File: src/aas_consts.vh
/*
 * constants for the amplifier alarm supervisor: thresholds in raw
 * measurement codes, timing figures, event codes.
 * assumes measurement codes rise monotonically with the physical value
 * and that the measurement chain has already scaled them.
 */
`ifndef AAS_CONSTS_VH
`define AAS_CONSTS_VH

// clock
`define AAS_CLK_MHZ 100
// output power, dbm times 10 (rated max 48.0 dbm, overpower 50.0+)
`define AAS_OUT_RATED 16'd480
`define AAS_OUT_TRIP_DB10 16'd20
`define AAS_OUT_LIMIT 16'd500
// input power, dbm times 10 plus 1000 offset (-6.0 -> 940, -6.6 -> 934)
`define AAS_IN_TRIP 16'd940
`define AAS_IN_CLEAR 16'd934
// temperature, degrees c plus 100 offset
`define AAS_TEMP_TRIP 16'd188
`define AAS_TEMP_CLEAR 16'd173
// reverse power, dbm times 10; clear is 50 percent of rated forward (-3 dB)
`define AAS_REV_TRIP 16'd478
`define AAS_REV_CLEAR 16'd450
// supply, volts times 10
`define AAS_VHI_TRIP 16'd305
`define AAS_VHI_CLEAR 16'd300
`define AAS_VLO_TRIP 16'd205
`define AAS_VLO_CLEAR 16'd240
// timing figures
`define AAS_REV_QUAL_S 60
`define AAS_LOOP_TRY_S 125
`define AAS_LOOP_TRIES 4'd10
`define AAS_CYC_PER_S (`AAS_CLK_MHZ * 1000000)
// event codes
`define AAS_EV_OVERPOWER 4'h1
`define AAS_EV_LIMIT 4'h2
`define AAS_EV_LIMIT_REC 4'h3
`define AAS_EV_OVERDRIVE 4'h4
`define AAS_EV_TEMP 4'h5
`define AAS_EV_TEMP_REC 4'h6
`define AAS_EV_REFLECT 4'h7
`define AAS_EV_VHI 4'h8
`define AAS_EV_VLO 4'h9
`define AAS_EV_SUPPLY_REC 4'ha
`define AAS_EV_LOOP 4'hb
`define AAS_EV_LOOP_REC 4'hc
`define AAS_EV_RAIL 4'hd
`define AAS_EV_RAIL_REC 4'he
`define AAS_EV_DEVICE 4'hf
`define AAS_EV_DISABLE 4'h0
`define AAS_EV_COUNT 16

`endif

File: src/aas_supervisor.v
/*
 * amplifier alarm supervisor: compares measurement codes against trip
 * and clear thresholds, drives the rf disable and bias removal, the
 * yellow indicator, an event strobe fed by 16 pending code bits and ttl/serial alarm lines.
 * assumes measurements are synchronous codes from the adc front end and
 * that the subrack samples the ttl lines and the serial frame line.
 */
`include "aas_consts.vh"
module aas_supervisor #(
	// 34 bits wide, so the minute-long counts do not wrap at 32 bits
	parameter [33:0] REV_QUAL_CYC = 34'd1 * `AAS_REV_QUAL_S * `AAS_CYC_PER_S, // one minute
	parameter [33:0] LOOP_TRY_CYC = 34'd1 * `AAS_LOOP_TRY_S * `AAS_CYC_PER_S, // 2 min 5 s
	parameter SER_DIV = 16'd868 // serial bit period in clocks
) (
	// clock and reset
	input wire core_clk_i,
	input wire rstn_i,
	// measurements, same clock domain
	input wire [15:0] out_pwr_i,
	input wire [15:0] in_pwr_i,
	input wire [15:0] temp_i,
	input wire [15:0] rev_pwr_i,
	input wire [15:0] supply_i,
	// status pins from other blocks, asynchronous
	input wire rail_ok_i,
	input wire device_fail_i,
	input wire loop_over_range_i,
	input wire man_reset_i,
	// rf control
	output reg rf_disable_o,
	output reg bias_5v_en_o,
	output reg limit_en_o,
	output reg yellow_led_o,
	// alarm report
	output reg major_ttl_o,
	output reg minor_ttl_o,
	output reg perm_shutdown_o,
	output reg ser_tx_o,
	// event log strobe
	output reg log_valid_o,
	output reg [3:0] log_code_o
);

	// fsm states for the loop retry sequence
	localparam LP_OK = 2'd0;
	localparam LP_WAIT = 2'd1;
	localparam LP_DEAD = 2'd2;

	// two-flop synchronisers for pin inputs
	reg [3:0] sync_a;
	reg [3:0] sync_b;
	wire rail_ok = sync_b[0];
	wire dev_fail = sync_b[1];
	wire loop_bad = sync_b[2];
	wire man_reset = sync_b[3];
	reg man_reset_d; // edge detect so a held button acts once
	wire man_pulse = man_reset && !man_reset_d;

	always @(posedge core_clk_i) begin
		if (!rstn_i) begin
			sync_a <= 4'h1; // rail-ok bit rests at its idle level: no false rail alarm
			sync_b <= 4'h1;
			man_reset_d <= 1'b0;
		end else begin
			sync_a <= {man_reset_i, loop_over_range_i, device_fail_i, rail_ok_i};
			sync_b <= sync_a;
			man_reset_d <= man_reset;
		end
	end

	// threshold compares
	wire op_trip = out_pwr_i > (`AAS_OUT_RATED + `AAS_OUT_TRIP_DB10);
	wire op_clr = out_pwr_i < (`AAS_OUT_RATED + `AAS_OUT_TRIP_DB10);
	wire lim_trip = out_pwr_i > `AAS_OUT_LIMIT;
	wire lim_clr = out_pwr_i < `AAS_OUT_RATED;
	wire od_trip = in_pwr_i > `AAS_IN_TRIP;
	wire od_clr = in_pwr_i < `AAS_IN_CLEAR;
	wire tp_trip = temp_i > `AAS_TEMP_TRIP;
	wire tp_clr = temp_i < `AAS_TEMP_CLEAR;
	wire rv_high = rev_pwr_i > `AAS_REV_TRIP;
	wire rv_clr = rev_pwr_i < `AAS_REV_CLEAR;
	wire vh_trip = supply_i > `AAS_VHI_TRIP;
	wire vh_clr = supply_i < `AAS_VHI_CLEAR;
	wire vl_trip = supply_i < `AAS_VLO_TRIP;
	wire vl_clr = supply_i > `AAS_VLO_CLEAR;

	// reflected power qualification counter
	reg [33:0] rv_cnt;
	reg rv_qual;
	always @(posedge core_clk_i) begin
		if (!rstn_i) begin
			rv_cnt <= 34'h0;
			rv_qual <= 1'b0;
		end else if (!rv_high) begin
			rv_cnt <= 34'h0;
			rv_qual <= 1'b0;
		end else if (rv_cnt >= REV_QUAL_CYC - 1) begin
			rv_qual <= 1'b1;
		end else begin
			rv_cnt <= rv_cnt + 34'h1;
			rv_qual <= 1'b0;
		end
	end

	// alarm cells; latched ones need the manual pulse, except the device cell, which only core reset clears
	wire a_op, a_lim, a_od, a_tp, a_rv, a_vh, a_vl, a_rail, a_dev;
	aas_hyst #(.LATCH(1)) u_op (.core_clk_i(core_clk_i), .rstn_i(rstn_i),
		.trip_i(op_trip), .clear_ok_i(op_clr), .man_reset_i(man_pulse),
		.alarm_o(a_op));
	aas_hyst #(.LATCH(0)) u_lim (.core_clk_i(core_clk_i), .rstn_i(rstn_i),
		.trip_i(lim_trip), .clear_ok_i(lim_clr), .man_reset_i(1'b0),
		.alarm_o(a_lim));
	aas_hyst #(.LATCH(1)) u_od (.core_clk_i(core_clk_i), .rstn_i(rstn_i),
		.trip_i(od_trip), .clear_ok_i(od_clr), .man_reset_i(man_pulse),
		.alarm_o(a_od));
	aas_hyst #(.LATCH(0)) u_tp (.core_clk_i(core_clk_i), .rstn_i(rstn_i),
		.trip_i(tp_trip), .clear_ok_i(tp_clr), .man_reset_i(1'b0),
		.alarm_o(a_tp));
	aas_hyst #(.LATCH(1)) u_rv (.core_clk_i(core_clk_i), .rstn_i(rstn_i),
		.trip_i(rv_qual), .clear_ok_i(rv_clr), .man_reset_i(man_pulse),
		.alarm_o(a_rv));
	aas_hyst #(.LATCH(0)) u_vh (.core_clk_i(core_clk_i), .rstn_i(rstn_i),
		.trip_i(vh_trip), .clear_ok_i(vh_clr), .man_reset_i(1'b0),
		.alarm_o(a_vh));
	aas_hyst #(.LATCH(0)) u_vl (.core_clk_i(core_clk_i), .rstn_i(rstn_i),
		.trip_i(vl_trip), .clear_ok_i(vl_clr), .man_reset_i(1'b0),
		.alarm_o(a_vl));
	aas_hyst #(.LATCH(0)) u_rail (.core_clk_i(core_clk_i), .rstn_i(rstn_i),
		.trip_i(!rail_ok), .clear_ok_i(rail_ok), .man_reset_i(1'b0),
		.alarm_o(a_rail));
	aas_hyst #(.LATCH(1)) u_dev (.core_clk_i(core_clk_i), .rstn_i(rstn_i),
		.trip_i(dev_fail), .clear_ok_i(1'b0), .man_reset_i(1'b0),
		.alarm_o(a_dev));

	// loop retry machine: each try holds rf off for one try period,
	// then lets the loop attempt convergence; ten failures are final
	reg [1:0] lp_state;
	reg [3:0] lp_tries;
	reg [33:0] lp_cnt;
	reg a_loop;
	reg lp_ev_fail; // one-cycle event flags
	reg lp_ev_rec;
	always @(posedge core_clk_i) begin
		if (!rstn_i) begin
			lp_state <= LP_OK;
			lp_tries <= 4'h0;
			lp_cnt <= 34'h0;
			a_loop <= 1'b0;
			lp_ev_fail <= 1'b0;
			lp_ev_rec <= 1'b0;
		end else begin
			lp_ev_fail <= 1'b0;
			lp_ev_rec <= 1'b0;
			case (lp_state)
				LP_OK: begin
					if (loop_bad) begin
						a_loop <= 1'b1;
						lp_ev_fail <= 1'b1;
						lp_cnt <= 34'h0;
						lp_state <= LP_WAIT;
					end
				end
				LP_WAIT: begin
					if (lp_cnt >= LOOP_TRY_CYC - 1) begin
						lp_cnt <= 34'h0;
						if (!loop_bad) begin
							a_loop <= 1'b0; // loop converged
							lp_ev_rec <= 1'b1;
							lp_tries <= 4'h0;
							lp_state <= LP_OK;
						end else if (lp_tries == `AAS_LOOP_TRIES - 4'h1) begin
							lp_state <= LP_DEAD;
						end else begin
							lp_tries <= lp_tries + 4'h1;
						end
					end else begin
						lp_cnt <= lp_cnt + 34'h1;
					end
				end
				LP_DEAD: begin
					a_loop <= 1'b1; // only core reset leaves this
				end
				default: begin
					lp_state <= LP_OK;
				end
			endcase
		end
	end

	// major and minor summaries; minors never reach the disable path
	wire major = a_op | a_od | a_tp | a_rv | a_vh | a_vl | a_loop;
	wire minor = a_lim | a_rail | a_dev;

	// outputs: all registered
	always @(posedge core_clk_i) begin
		if (!rstn_i) begin
			rf_disable_o <= 1'b1; // rf off in reset; the first clock after it loads major from the cleared alarm cells
			bias_5v_en_o <= 1'b0;
			limit_en_o <= 1'b0;
			yellow_led_o <= 1'b0;
			major_ttl_o <= 1'b0;
			minor_ttl_o <= 1'b0;
			perm_shutdown_o <= 1'b0;
		end else begin
			rf_disable_o <= major;
			bias_5v_en_o <= !major;
			limit_en_o <= a_lim;
			yellow_led_o <= a_lim; // rail and device faults stay dark
			major_ttl_o <= major;
			minor_ttl_o <= minor;
			perm_shutdown_o <= (lp_state == LP_DEAD);
		end
	end

	// event detection: rising and falling edges of each alarm cell; loop events come from the retry machine flags
	reg [8:0] prev;
	wire [8:0] cur = {a_dev, a_rail, a_vl, a_vh, a_rv, a_tp, a_od, a_lim, a_op};
	wire [8:0] rise = cur & ~prev;
	wire [8:0] fall = prev & ~cur;
	reg major_d;
	wire dis_rise = major & ~major_d;
	reg [15:0] pend; // pending event bits, one per code
	reg [15:0] next_pend;
	reg [3:0] pick;

	// first-set pending bit, lowest code first
	function [3:0] aas_first;
		input [15:0] v;
		integer k;
		begin
			aas_first = 4'h0;
			for (k = `AAS_EV_COUNT - 1; k >= 0; k = k - 1) begin
				if (v[k]) begin
					aas_first = k[3:0];
				end
			end
		end
	endfunction

	// gather new events; set wins over the drain of the same bit
	always @* begin
		next_pend = pend;
		pick = aas_first(pend);
		if (pend != 16'h0) begin
			next_pend[pick] = 1'b0;
		end
		if (rise[0]) next_pend[`AAS_EV_OVERPOWER] = 1'b1;
		if (rise[1]) next_pend[`AAS_EV_LIMIT] = 1'b1;
		if (fall[1]) next_pend[`AAS_EV_LIMIT_REC] = 1'b1;
		if (rise[2]) next_pend[`AAS_EV_OVERDRIVE] = 1'b1;
		if (rise[3]) next_pend[`AAS_EV_TEMP] = 1'b1;
		if (fall[3]) next_pend[`AAS_EV_TEMP_REC] = 1'b1;
		if (rise[4]) next_pend[`AAS_EV_REFLECT] = 1'b1;
		if (rise[5]) next_pend[`AAS_EV_VHI] = 1'b1;
		if (rise[6]) next_pend[`AAS_EV_VLO] = 1'b1;
		if (fall[5] | fall[6]) next_pend[`AAS_EV_SUPPLY_REC] = 1'b1;
		if (rise[7]) next_pend[`AAS_EV_RAIL] = 1'b1;
		if (fall[7]) next_pend[`AAS_EV_RAIL_REC] = 1'b1;
		if (rise[8]) next_pend[`AAS_EV_DEVICE] = 1'b1;
		if (lp_ev_fail) next_pend[`AAS_EV_LOOP] = 1'b1;
		if (lp_ev_rec) next_pend[`AAS_EV_LOOP_REC] = 1'b1;
		if (dis_rise) next_pend[`AAS_EV_DISABLE] = 1'b1;
	end

	// log strobe drains one pending event a cycle; disable code 0 wins first
	always @(posedge core_clk_i) begin
		if (!rstn_i) begin
			prev <= 9'h0;
			major_d <= 1'b0;
			pend <= 16'h0;
			log_valid_o <= 1'b0;
			log_code_o <= 4'h0;
		end else begin
			prev <= cur;
			major_d <= major;
			pend <= next_pend;
			log_valid_o <= (pend != 16'h0);
			log_code_o <= (pend != 16'h0) ? pick : 4'h0;
		end
	end

	// serial alarm frame: start 0, 8 data bits lsb first, stop 1,
	// sent whenever the summary changes so the subrack stays in step
	reg [7:0] frame_now;
	reg [7:0] frame_sent;
	reg [9:0] sh;
	reg [3:0] bitn;
	reg [15:0] baud;
	reg busy;
	always @* begin
		frame_now = {perm_shutdown_o, minor_ttl_o, major_ttl_o, a_loop, a_vl | a_vh,
			a_rv, a_tp, a_op | a_od};
	end
	always @(posedge core_clk_i) begin
		if (!rstn_i) begin
			frame_sent <= 8'h0;
			sh <= 10'h3ff;
			bitn <= 4'h0;
			baud <= 16'h0;
			busy <= 1'b0;
			ser_tx_o <= 1'b1;
		end else if (!busy) begin
			ser_tx_o <= 1'b1;
			if (frame_now != frame_sent) begin
				frame_sent <= frame_now;
				sh <= {1'b1, frame_now, 1'b0};
				bitn <= 4'h0;
				baud <= 16'h0;
				busy <= 1'b1;
			end
		end else begin
			ser_tx_o <= sh[0];
			if (baud == SER_DIV - 16'h1) begin
				baud <= 16'h0;
				sh <= {1'b1, sh[9:1]};
				if (bitn == 4'd9) begin
					busy <= 1'b0;
				end else begin
					bitn <= bitn + 4'h1;
				end
			end else begin
				baud <= baud + 16'h1;
			end
		end
	end

endmodule

File: src/aas_hyst.v
/*
 * one hysteresis alarm cell: trips on a strobe from the caller, clears
 * itself or on manual reset when the clear condition holds.
 * assumes trip and clear conditions come from the same clock domain.
 */
module aas_hyst #(
	parameter LATCH = 0 // 1: needs manual reset to clear
) (
	// clock and reset
	input wire core_clk_i,
	input wire rstn_i,
	// conditions
	input wire trip_i,
	input wire clear_ok_i,
	input wire man_reset_i,
	// state
	output reg alarm_o
);

	// trip wins over clear so an event in the clear cycle survives
	always @(posedge core_clk_i) begin
		if (!rstn_i) begin
			alarm_o <= 1'b0;
		end else if (trip_i) begin
			alarm_o <= 1'b1;
		end else if (clear_ok_i && (LATCH == 0 || man_reset_i)) begin
			alarm_o <= 1'b0;
		end
	end

endmodule

File: config.mk
export PLATFORM = sky130hd
export DESIGN_NAME = aas_supervisor
export DESIGN_NICKNAME = d
export VERILOG_FILES = /design/src/aas_supervisor.v /design/src/aas_hyst.v
export VERILOG_INCLUDE_DIRS = /design/src
export SDC_FILE = /design/constraint.sdc
export NUM_CORES = 1
export LEC_CHECK = 0
export ABC_AREA = 0
export BUFFER_PORTS_ARGS = -buffer_cell sky130_fd_sc_hd__buf_2
export CAP_MARGIN = 20
export CORE_UTILIZATION = 40
export CTS_CLUSTER_DIAMETER = 150
export CTS_CLUSTER_SIZE = 14
export DETAILED_ROUTE_END_ITERATION = 10
export GPL_ROUTABILITY_DRIVEN = 0
export PLACE_DENSITY_LB_ADDON = 0.15
export RECOVER_POWER = 25
export SYNTH_ARGS = -nofsm -noshare
export SYNTH_HDL_FRONTEND = slang
export SYNTH_SLANG_ARGS = --single-unit
File: constraint.sdc
create_clock -name core_clk_i -period 3.06 [get_ports core_clk_i]
set_input_delay 0.153 -clock core_clk_i [delete_from_list [all_inputs] [get_ports core_clk_i]]
set_output_delay 0.153 -clock core_clk_i [all_outputs]
set_load 0.05 [all_outputs]
==> results of run 1 <==
## through the flow
| stage | instance area (um^2) | setup WS, ns |
|---|---|---|
| floorplan | 7790 | 0.836 |
| global placement | 8600 | 0.569 |
| detailed placement | 8600 | 0.512 |
| CTS | 9300 | 0.508 |
| global route | 9280 | 0.266 |
| finish | 9280 | 0.520 |
## worst max path at each step
| stage | startpoint | end | slack (ns) | depth (start not counted) |
|---|---|---|---|---|
| floorplan | perm_shutdown_o$_SDFF_PN0_ | sh[2]$_SDFFE_PN1P_ | 0.84 | 7 |
| global placement | rv_cnt[0]$_SDFFE_PN0N_ | rv_cnt[25]$_SDFFE_PN0N_ | 0.57 | 7 |
| detailed placement | rv_cnt[0]$_SDFFE_PN0N_ | rv_cnt[27]$_SDFFE_PN0N_ | 0.51 | 7 |
| CTS | rv_cnt[0]$_SDFFE_PN0N_ | rv_cnt[31]$_SDFFE_PN0N_ | 0.51 | 7 |
| global route | rv_cnt[0]$_SDFFE_PN0N_ | rv_cnt[27]$_SDFFE_PN0N_ | 0.27 | 7 |
| finish | rv_cnt[0]$_SDFFE_PN0N_ | rv_cnt[29]$_SDFFE_PN0N_ | 0.52 | 7 |
## synth_stat cells (12+ instances only)
cell type	number
a211oi_1	12
a21oi_1	59
and2_1	20
and3_1	12
clkbuf_1	23
dfxtp_1	170
inv_1	28
mux2i_1	13
nand2_1	67
nand2b_1	21
nand3_1	43
nand4_1	20
nor2_1	120
nor3_1	25
nor4_1	23
o211ai_1	13
o21ai_0	41
or3_1	25
xnor2_1	29
xor2_1	22
## power by group
part | switching [mW] | internal, mW
clock network | 0.945 | 1.27
registers | 0.0442 | 2.27
logic | 0.228 | 0.152
## per-layer routing
layer  up-vias  GRT usage  wire length, um
li1       3557          -                -
met1      3145      0.254             9060
met2       119      0.298             8090
met3        15     0.0408              631
met4         0     0.0526              179
met5         -          0                0
## cell type report
type / count / area [um^2]
Timing Repair Buffer: 122 / 684
Fill cell: 1907 / 9610
Clock inverter: 13 / 156
Tap cell: 260 / 325
Multi-Input combinational cell: 692 / 4150
Clock buffer: 19 / 453
Inverter: 28 / 105
Sequential cell: 170 / 3400
## critical path: cells and delay by family, from the launching register on
family / cells / cell delay [ns]
adders and majority gates: 1 / 0.23
DFF: 1 / 0.34
and+or+nand+nor: 2 / 0.67
AOI/OAI and AO/OA: 4 / 1.22
## timing repair
item,in CTS,in global routing
hold buffers,9,0
endpoints found under the hold margin,7,0
buffers inserted,0,0
## registers in the layout (all words and copies together), names as in the netlist, 2 cells and up
signal	count
frame_sent	8
lp_state	2
baud	16
sync_b	4
lp_cnt	34
sync_a	4
rv_cnt	34
sh	9
log_code_o	4
aas_first.v	16
prev	9
lp_tries	4
bitn	4
## cell families after synthesis
| group | Yosys count | share of synthesized area |
|---|---|---|
| adder cells (fa/ha/maj) | 8 | 0.0125 |
| flip-flops | 170 | 0.437 |
| AO/OA/AOI/OAI | 201 | 0.169 |
| AND/OR/NAND/NOR | 418 | 0.276 |
| multiplexers | 14 | 0.0181 |
| buffers and inverters | 61 | 0.0302 |
| XOR/XNOR | 51 | 0.0573 |
==> reports/results.ini, run 1 <==
[run_status]
status=finished, violations left
violations=capacitance limit, slew limit

[min_path]
hold_path.startpoint=supply_i[9]
hold_depth=5
hp-class=in2reg
holdPathEnd=u_vh.alarm_o$_SDFFE_PN0P_

[die]
fp.dieH_um=142
die_area_um2=20000
initial_utilization=0.412
die_w_um=142
core_um2=18900
rows=50
io_pins=99

[worst_setup_path]
max_stage_delay_ns=0.46
r2r_end=rv_cnt[29]$_SDFFE_PN0N_
crit_type=reg2reg
end_kind=flip-flop
startpoint_type=flip-flop
path_cells=ha_1 > and3_1 > a41o_1 > a211oi_1 > o2111ai_1 > or3_1 > a21oi_1
r2r_cells=7
required_ns=3.40
slowest_stage=o2111ai_1
crit_fanout=14
regToRegStartpoint=rv_cnt[0]$_SDFFE_PN0N_
r2r_setup_slack_ns=0.52
cp.arrival_ns=2.88

[timing]
relSlewSlack=-0.263
setup_violations=0
period_minus_slack_ns=2.54
slew_viol_final=83
tns_ns=0
fin_crit_sh=0.830
rsz0062_at_grt=false
worst_hold_slack_ns=0.0680
final-hold-violation-count=0
skew_ns=0.00947
timing.fmax_mhz=394
tightestPinTransition_ns=1.90

[cts]
clk_pin_slew_ns=0.07
cts_resized=0
clock_path_buffers=2
cts_sinks=170
cts_buffers=17
htreeDepth=4
ctsRootBufferMaster=clkbuf_16
insertion_delay_ns=0.43
cts_tree=done

[route]
dr.pass1.iters=5
drc=0
vias=6836
vias_per_cell=5.24
drtAntennaViolNets=0
routed_wl_mm=18.0
drt_iter0_markers=317
routedWlPerCell_um=13.8

[run]
drv_cap=2

[yosys]
ys_warn_count=0
syn_area_um2=7790
yosysTopAreaCell=dfxtp_1
synth_cells=923
async_reset_ff_frac=0
synth_top_area_frac=0.437
synth_fp_nets=1016
synthTopCellsByArea=dfxtp_1 (44%), nor2_1 (5.8%), a21oi_1 (3.8%), xnor2_1 (3.3%), nand2_1 (3.2%)
netlist-cell-type-count=70
synth_edf_count=0
ys_ff_latch=170
avgSynthCellArea_um2=8.44
synthFlopType=dfxtp_1
yosysSeqAreaShare=0.437

[pwr]
irDropWorstVdd_mv=0.341
power.total_mw=4.91
power_leakage_nw=3.41
power_density_nw_per_um2=529

[layout]
utilization=0.491
finalNonFillerCells=1304
diodes=0
drive_gt1_frac=0.143
area_delta_synth_final_pct=19.1
nNetsFinal=1124
final_cell_mix=dfxtp_1 (170), nor2_1 (120), buf_2 (90)
mostFrequentLayoutCell=dfxtp_1

[place]
hpwl_mm=12.8
numPortBuffers=98
dp.cells=1263

[global_route]
overflow=0
grt_start_max_net_pins=45
gr-usage-all-layers=0.187
first_global_vias=6222
antenna_found_initial=0
grt_pass1_wl_mm=30.1

(Power assumes the default switching activity.)
==> run 2: changes to the inputs <==
clock period = 2.2 ns   (was 3.06 ns; I/O delays follow)
==> reports/results.ini, run 2 (synthesis results as in run 1) <==
[route]
drt_iter0_markers=299
drtAntennaViolNets=0
vias=7067
routed_wl_mm=18.4
dr.pass1.iters=4
vias_per_cell=5.20
drc=0
routedWlPerCell_um=13.6

[worst_setup_path]
cp_top_family=simple AND/OR/NAND/NOR gates
crit_fanout=4
crit_type=reg2reg
cp.arrival_ns=2.50
max_stage_delay_ns=0.50
r2r_cells=6
r2r_setup_slack_ns=0.05
cp.buffers_inverters=0
path_cells=and4bb_2 > nand3_2 > or4_4 > o211a_4 > or4_4 > o32ai_2
required_ns=2.55
cp_common_cell=or4_4
slowest_stage=or4_4
r2r_end=lp_tries[1]$_SDFFE_PN0P_
startpoint_type=flip-flop
end_kind=flip-flop
regToRegStartpoint=lp_cnt[16]$_SDFFE_PN0P_

[timing]
setup_violations=0
fin_crit_sh=0.976
rsz0062_at_grt=true
final-hold-violation-count=0
period_minus_slack_ns=2.15
tns_ns=0
worst_hold_slack_ns=0.0113
tightestPinTransition_ns=0.608
relSlewSlack=0.597
timing.fmax_mhz=466
slew_viol_final=0
skew_ns=0.0101
fin_ws_ns=0.0518

[die]
die_area_um2=20000
io_pins=99
initial_utilization=0.412
core_um2=18900
rows=50
die_w_um=142
fp.dieH_um=142

[layout]
drive_gt1_frac=0.195
fillers=1856
final_cell_mix=dfxtp_1 (165), nor2_1 (120), buf_2 (88)
mostFrequentLayoutCell=dfxtp_1
reg_top3=lp_cnt: 34 flops, rv_cnt: 34 flops
nNetsFinal=1179
area_delta_synth_final_pct=25.3
diodes=0
utilization=0.517

[global_route]
antenna_found_initial=0
grt_start_max_net_pins=61
gr-usage-all-layers=0.188
first_global_vias=6436
overflow=0
grt_pass1_wl_mm=30.4

[pwr]
power_density_nw_per_um2=705
p_comb_frac=0.081
p_clk_frac=0.452
p_int_mw=5.11
switchingPower_mw=1.77
power.total_mw=6.88
power_leakage_nw=3.68
p_sw_frac=0.257
irDropWorstVdd_mv=0.520
power_frac_seq=0.467

[place]
hpwl_mm=13.1
pre_cts_ws_ns=0.00295
numPortBuffers=98

[min_path]
hold_depth=5
holdPathEnd=u_vh.alarm_o$_SDFFE_PN0P_
hp-class=in2reg
hold_path.startpoint=supply_i[9]

[cts]
ctsRootBufferMaster=clkbuf_16
cts_sinks=170
insertion_delay_ns=0.43
htreeDepth=4
clk_pin_slew_ns=0.07
cts_tree=done
clock_path_buffers=2
cts_buffers=17

[run_status]
status=finished, final reports clean

[run]
drv_cap=0

-- run 2: cell count changes in the layout (fill, tap and decap cells not counted), sizes merged --
cell	before	now
clkbuf	30	35
inv	35	38
clkinv	3	2
buf	102	150
-- run 2: timing repair --
action,CTS,global route
pin swaps,0,7
endpoints found under the hold margin,8,0
hold buffers,9,0
endpoints found under the setup margin,2,16
setup buffers,0,1
resized for setup,1,17
-- run 2: how the worst max path moves through the flow --
| stage | from | endpoint | slack [ns] | depth (start not counted) |
|---|---|---|---|---|
| after floorplan | rv_cnt[0]$_SDFFE_PN0N_ | rv_cnt[29]$_SDFFE_PN0N_ | 0.005 | 8 |
| after global placement | lp_cnt[0]$_SDFFE_PN0P_ | lp_tries[1]$_SDFFE_PN0P_ | 0.04 | 7 |
| after detailed placement | lp_cnt[0]$_SDFFE_PN0P_ | lp_tries[1]$_SDFFE_PN0P_ | 0.003 | 7 |
| after CTS | rv_cnt[0]$_SDFFE_PN0N_ | rv_cnt[19]$_SDFFE_PN0N_ | 0.04 | 8 |
| after global routing | rv_cnt[0]$_SDFFE_PN0N_ | rv_cnt[19]$_SDFFE_PN0N_ | -0.04 | 8 |
| final | lp_cnt[16]$_SDFFE_PN0P_ | lp_tries[1]$_SDFFE_PN0P_ | 0.05 | 6 |
-- run 2: through the flow --
stage / instance area [um^2] / std cells
5_1_grt: 9760 / 1359
4_1_cts: 9730 / 1358
3_3_place_gp: 9030 / 1317
3_5_place_dp: 9030 / 1317
2_1_floorplan: 7790 / 923
6_report: 9760 / 1359
-- run 2: metal layers --
| metal | vias to the layer above | track usage | share of wire |
|---|---|---|---|
| met5 | - | 0 | 0 |
| met3 | 12 | 0.0351 | 0.034 |
| li1 | 3672 | - | - |
| met2 | 110 | 0.306 | 0.46 |
| met4 | 0 | 0.0572 | 0.0091 |
| met1 | 3273 | 0.252 | 0.50 |
-- run 2: power by group through the flow --
stage                     Clock, mW  Combinational [mW]  Sequential [mW]
final                          3.11               0.560             3.21
after global routing           3.32               0.622             3.22
after CTS                      3.18               0.572             3.21
after detailed placement          0               0.557             3.28
after global placement            0               0.555             3.28
after floorplan                   0               0.294             3.31
-- run 2: cell type report --
class | instances | area, um^2 | area share
clock buffer | 17 | 425 | 0.0436
clock inverter | 15 | 178 | 0.0182
inverter | 28 | 105 | 0.0108
multi-input combinational | 692 | 4220 | 0.432
sequential | 170 | 3410 | 0.349
tap | 260 | 325 | 0.0333
timing repair buffer | 177 | 1100 | 0.113
-- run 2: tightest hold or removal path: cells and delay by family --
kind / cells / cell delay, ns
AO/OA/AOI/OAI: 1 / 0.05
buffers and inverters: 1 / 0.07
AND/OR/NAND/NOR: 3 / 0.17
==> run 3: changes to the inputs <==
ABC_AREA = 1   (was 0)
==> reports/results.ini, run 3 <==
[yosys]
ys_warn_count=0
synth.most_common_cell=nand2_1
synth_fp_nets=1241
synthTopCellsByCount=nand2_1 (223), dfxtp_1 (170), inv_1 (159)
yosysTopAreaCell=dfxtp_1
synthFlopType=dfxtp_1
synthTopCellsByArea=dfxtp_1 (41%), nand2_1 (10%), inv_1 (7.2%), nor2_1 (5.6%), nand3_1 (4.7%)
async_reset_ff_frac=0
synth_top_area_frac=0.413
syn_area_um2=8240
ys_ff_latch=170
synth_cells=1148
netlist-cell-type-count=60
yosysSeqAreaShare=0.413
avgSynthCellArea_um2=7.18
synth_edf_count=0

[pwr]
power_density_nw_per_um2=673
p_clk_frac=0.424
power.total_mw=6.68
switchingPower_mw=1.66
p_int_mw=5.02
power_frac_seq=0.483
power_leakage_nw=4.00
irDropWorstVdd_mv=0.406
p_sw_frac=0.248
p_comb_frac=0.093

[die]
rows=52
fp.dieH_um=146
io_pins=99
die_area_um2=21200
die_w_um=146
initial_utilization=0.407
core_um2=20200

[layout]
finalNonFillerCells=1561
area_delta_synth_final_pct=20.3
fin_area_um2=9910
mostFrequentLayoutCell=nand2_1
reg_top3=lp_cnt: 34 flops, rv_cnt: 34 flops
diodes=0
nNetsFinal=1371
utilization=0.490
drive_gt1_frac=0.177
final_cell_mix=nand2_1 (222), dfxtp_1 (168), inv_1 (156)

[worst_setup_path]
required_ns=2.52
slowest_stage=dfxtp_2
startpoint_type=flip-flop
max_stage_delay_ns=0.37
cp.buffers_inverters=3
cp_top_family=simple AND/OR/NAND/NOR gates
cp_common_cell=nand2_1
cp.arrival_ns=2.41
crit_type=reg2reg
path_cells=ha_4 > inv_2 > nor2_4 > nand2_2 > nor2_4 > o21ai_2 > nand2_1 > nand2_1 > nand2_1 > a21oi_2 > o21ai_4 > inv_2 > nand2_4 > nand2_8 > buf_12 > nand2_4 > nor2_2
cp.depth=17
r2r_cells=17
crit_fanout=6
end_kind=flip-flop

[route]
vias_per_cell=4.85
routed_wl_mm=18.8
routedWlPerCell_um=12.1
vias=7568
dr.pass1.iters=5
drc=0
drt_iter0_markers=348
drtAntennaViolNets=0

[min_path]
hold_depth=3
hp-class=in2reg

[cts]
clk_pin_slew_ns=0.06
cts_sinks=170
ctsRootBufferMaster=clkbuf_16
insertion_delay_ns=0.42
cts_buffers=17
cts_tree=done
clock_path_buffers=2
htreeDepth=4

[timing]
fin_crit_sh=0.952
final-hold-violation-count=0
timing.fmax_mhz=478
slew_viol_final=0
rsz0062_at_grt=true
skew_ns=0.00652
fin_ws_ns=0.107
tightestPinTransition_ns=0.765
setup_violations=0
period_minus_slack_ns=2.09
tns_ns=0
worst_hold_slack_ns=0.0141
relSlewSlack=0.490

[global_route]
gr-usage-all-layers=0.178
overflow=0
grt_start_max_net_pins=55
antenna_found_initial=1
grt_pass1_wl_mm=31.3
first_global_vias=6873

[run]
drv_cap=0

[place]
dp.cells=1506
hpwl_mm=13.4
place_area_um2=9040
pre_cts_ws_ns=0.0993
numPortBuffers=98

[run_status]
status=finished, final reports clean

run 3: changes by cell type after synthesis, moves of 13 or more:
cell	before	now
nor3_1	25	40
and2_1	20	1
or3_1	25	0
o21ai_0	41	62
mux2i_1	13	0
nor2_2	0	21
inv_1	28	159
nand2_1	67	223
nand2b_1	21	0
xnor2_1	29	7
nand3_1	43	78
run 3: power groups by stage:
stage / Clock [mW] / Combinational [mW] / Sequential [mW]
3_3_place_gp: 0 / 0.578 / 3.29
4_1_cts: 2.91 / 0.602 / 3.22
2_1_floorplan: 0 / 0.356 / 3.33
5_1_grt: 3.03 / 0.699 / 3.24
6_report: 2.83 / 0.623 / 3.22
3_5_place_dp: 0 / 0.582 / 3.29
run 3: worst paths after layout:
check,start,to,slack [ns]
worst max-delay path,lp_cnt[0]$_SDFFE_PN0P_,lp_cnt[26]$_SDFFE_PN0P_,0.11
worst min-delay path,in_pwr_i[7],u_od.alarm_o$_SDFFE_PN0P_,0.01
worst max register to register,lp_cnt[0]$_SDFFE_PN0P_,lp_cnt[26]$_SDFFE_PN0P_,0.11
worst min register to register,sync_b[0]$_SDFF_PN1_,u_rail.alarm_o$_SDFF_PN0_,0.38
run 3: timing repair:
action	in CTS	in global routing
endpoints found under the setup margin	0	41
buffers inserted	0	5
hold endpoints to repair	9	0
hold buffers	16	0
gates resized for setup	0	20
run 3: kinds of logic after synthesis:
group,count (synthesis),synth area share
DFF,170,0.413
adders and majority gates,7,0.0106
AOI/OAI and AO/OA,184,0.132
and+or+nand+nor,563,0.317
buffers and inverters,193,0.0943
xor gates and xnor gates,31,0.0329
run 3: final cells by class:
type,instances,area (um^2)
clock buffer,22,464
clock inverter,10,93.8
fill,2037,10300
inverter,166,629
multi-input combinational,787,4160
sequential,170,3410
tap,270,338
timing repair buffer,136,828
run 3: worst reg2reg max path, cell delays in order, from the launching register on:
cell     delay (ns)
dfxtp_2        0.37
ha_4           0.15
inv_2          0.04
nor2_4         0.10
nand2_2        0.07
nor2_4         0.14
o21ai_2        0.07
nand2_1        0.07
nand2_1        0.05
nand2_1        0.07
a21oi_2        0.07
o21ai_4        0.23
inv_2          0.09
nand2_4        0.10
nand2_8        0.08
buf_12         0.14
nand2_4        0.11
nor2_2         0.05
run 3: routing by layer:
metal	track usage	part of all wire	up-vias
met5	0	0.00069	-
met4	0.0489	0.012	2
met3	0.0417	0.032	22
met2	0.294	0.46	112
met1	0.234	0.50	3401
li1	-	-	4031
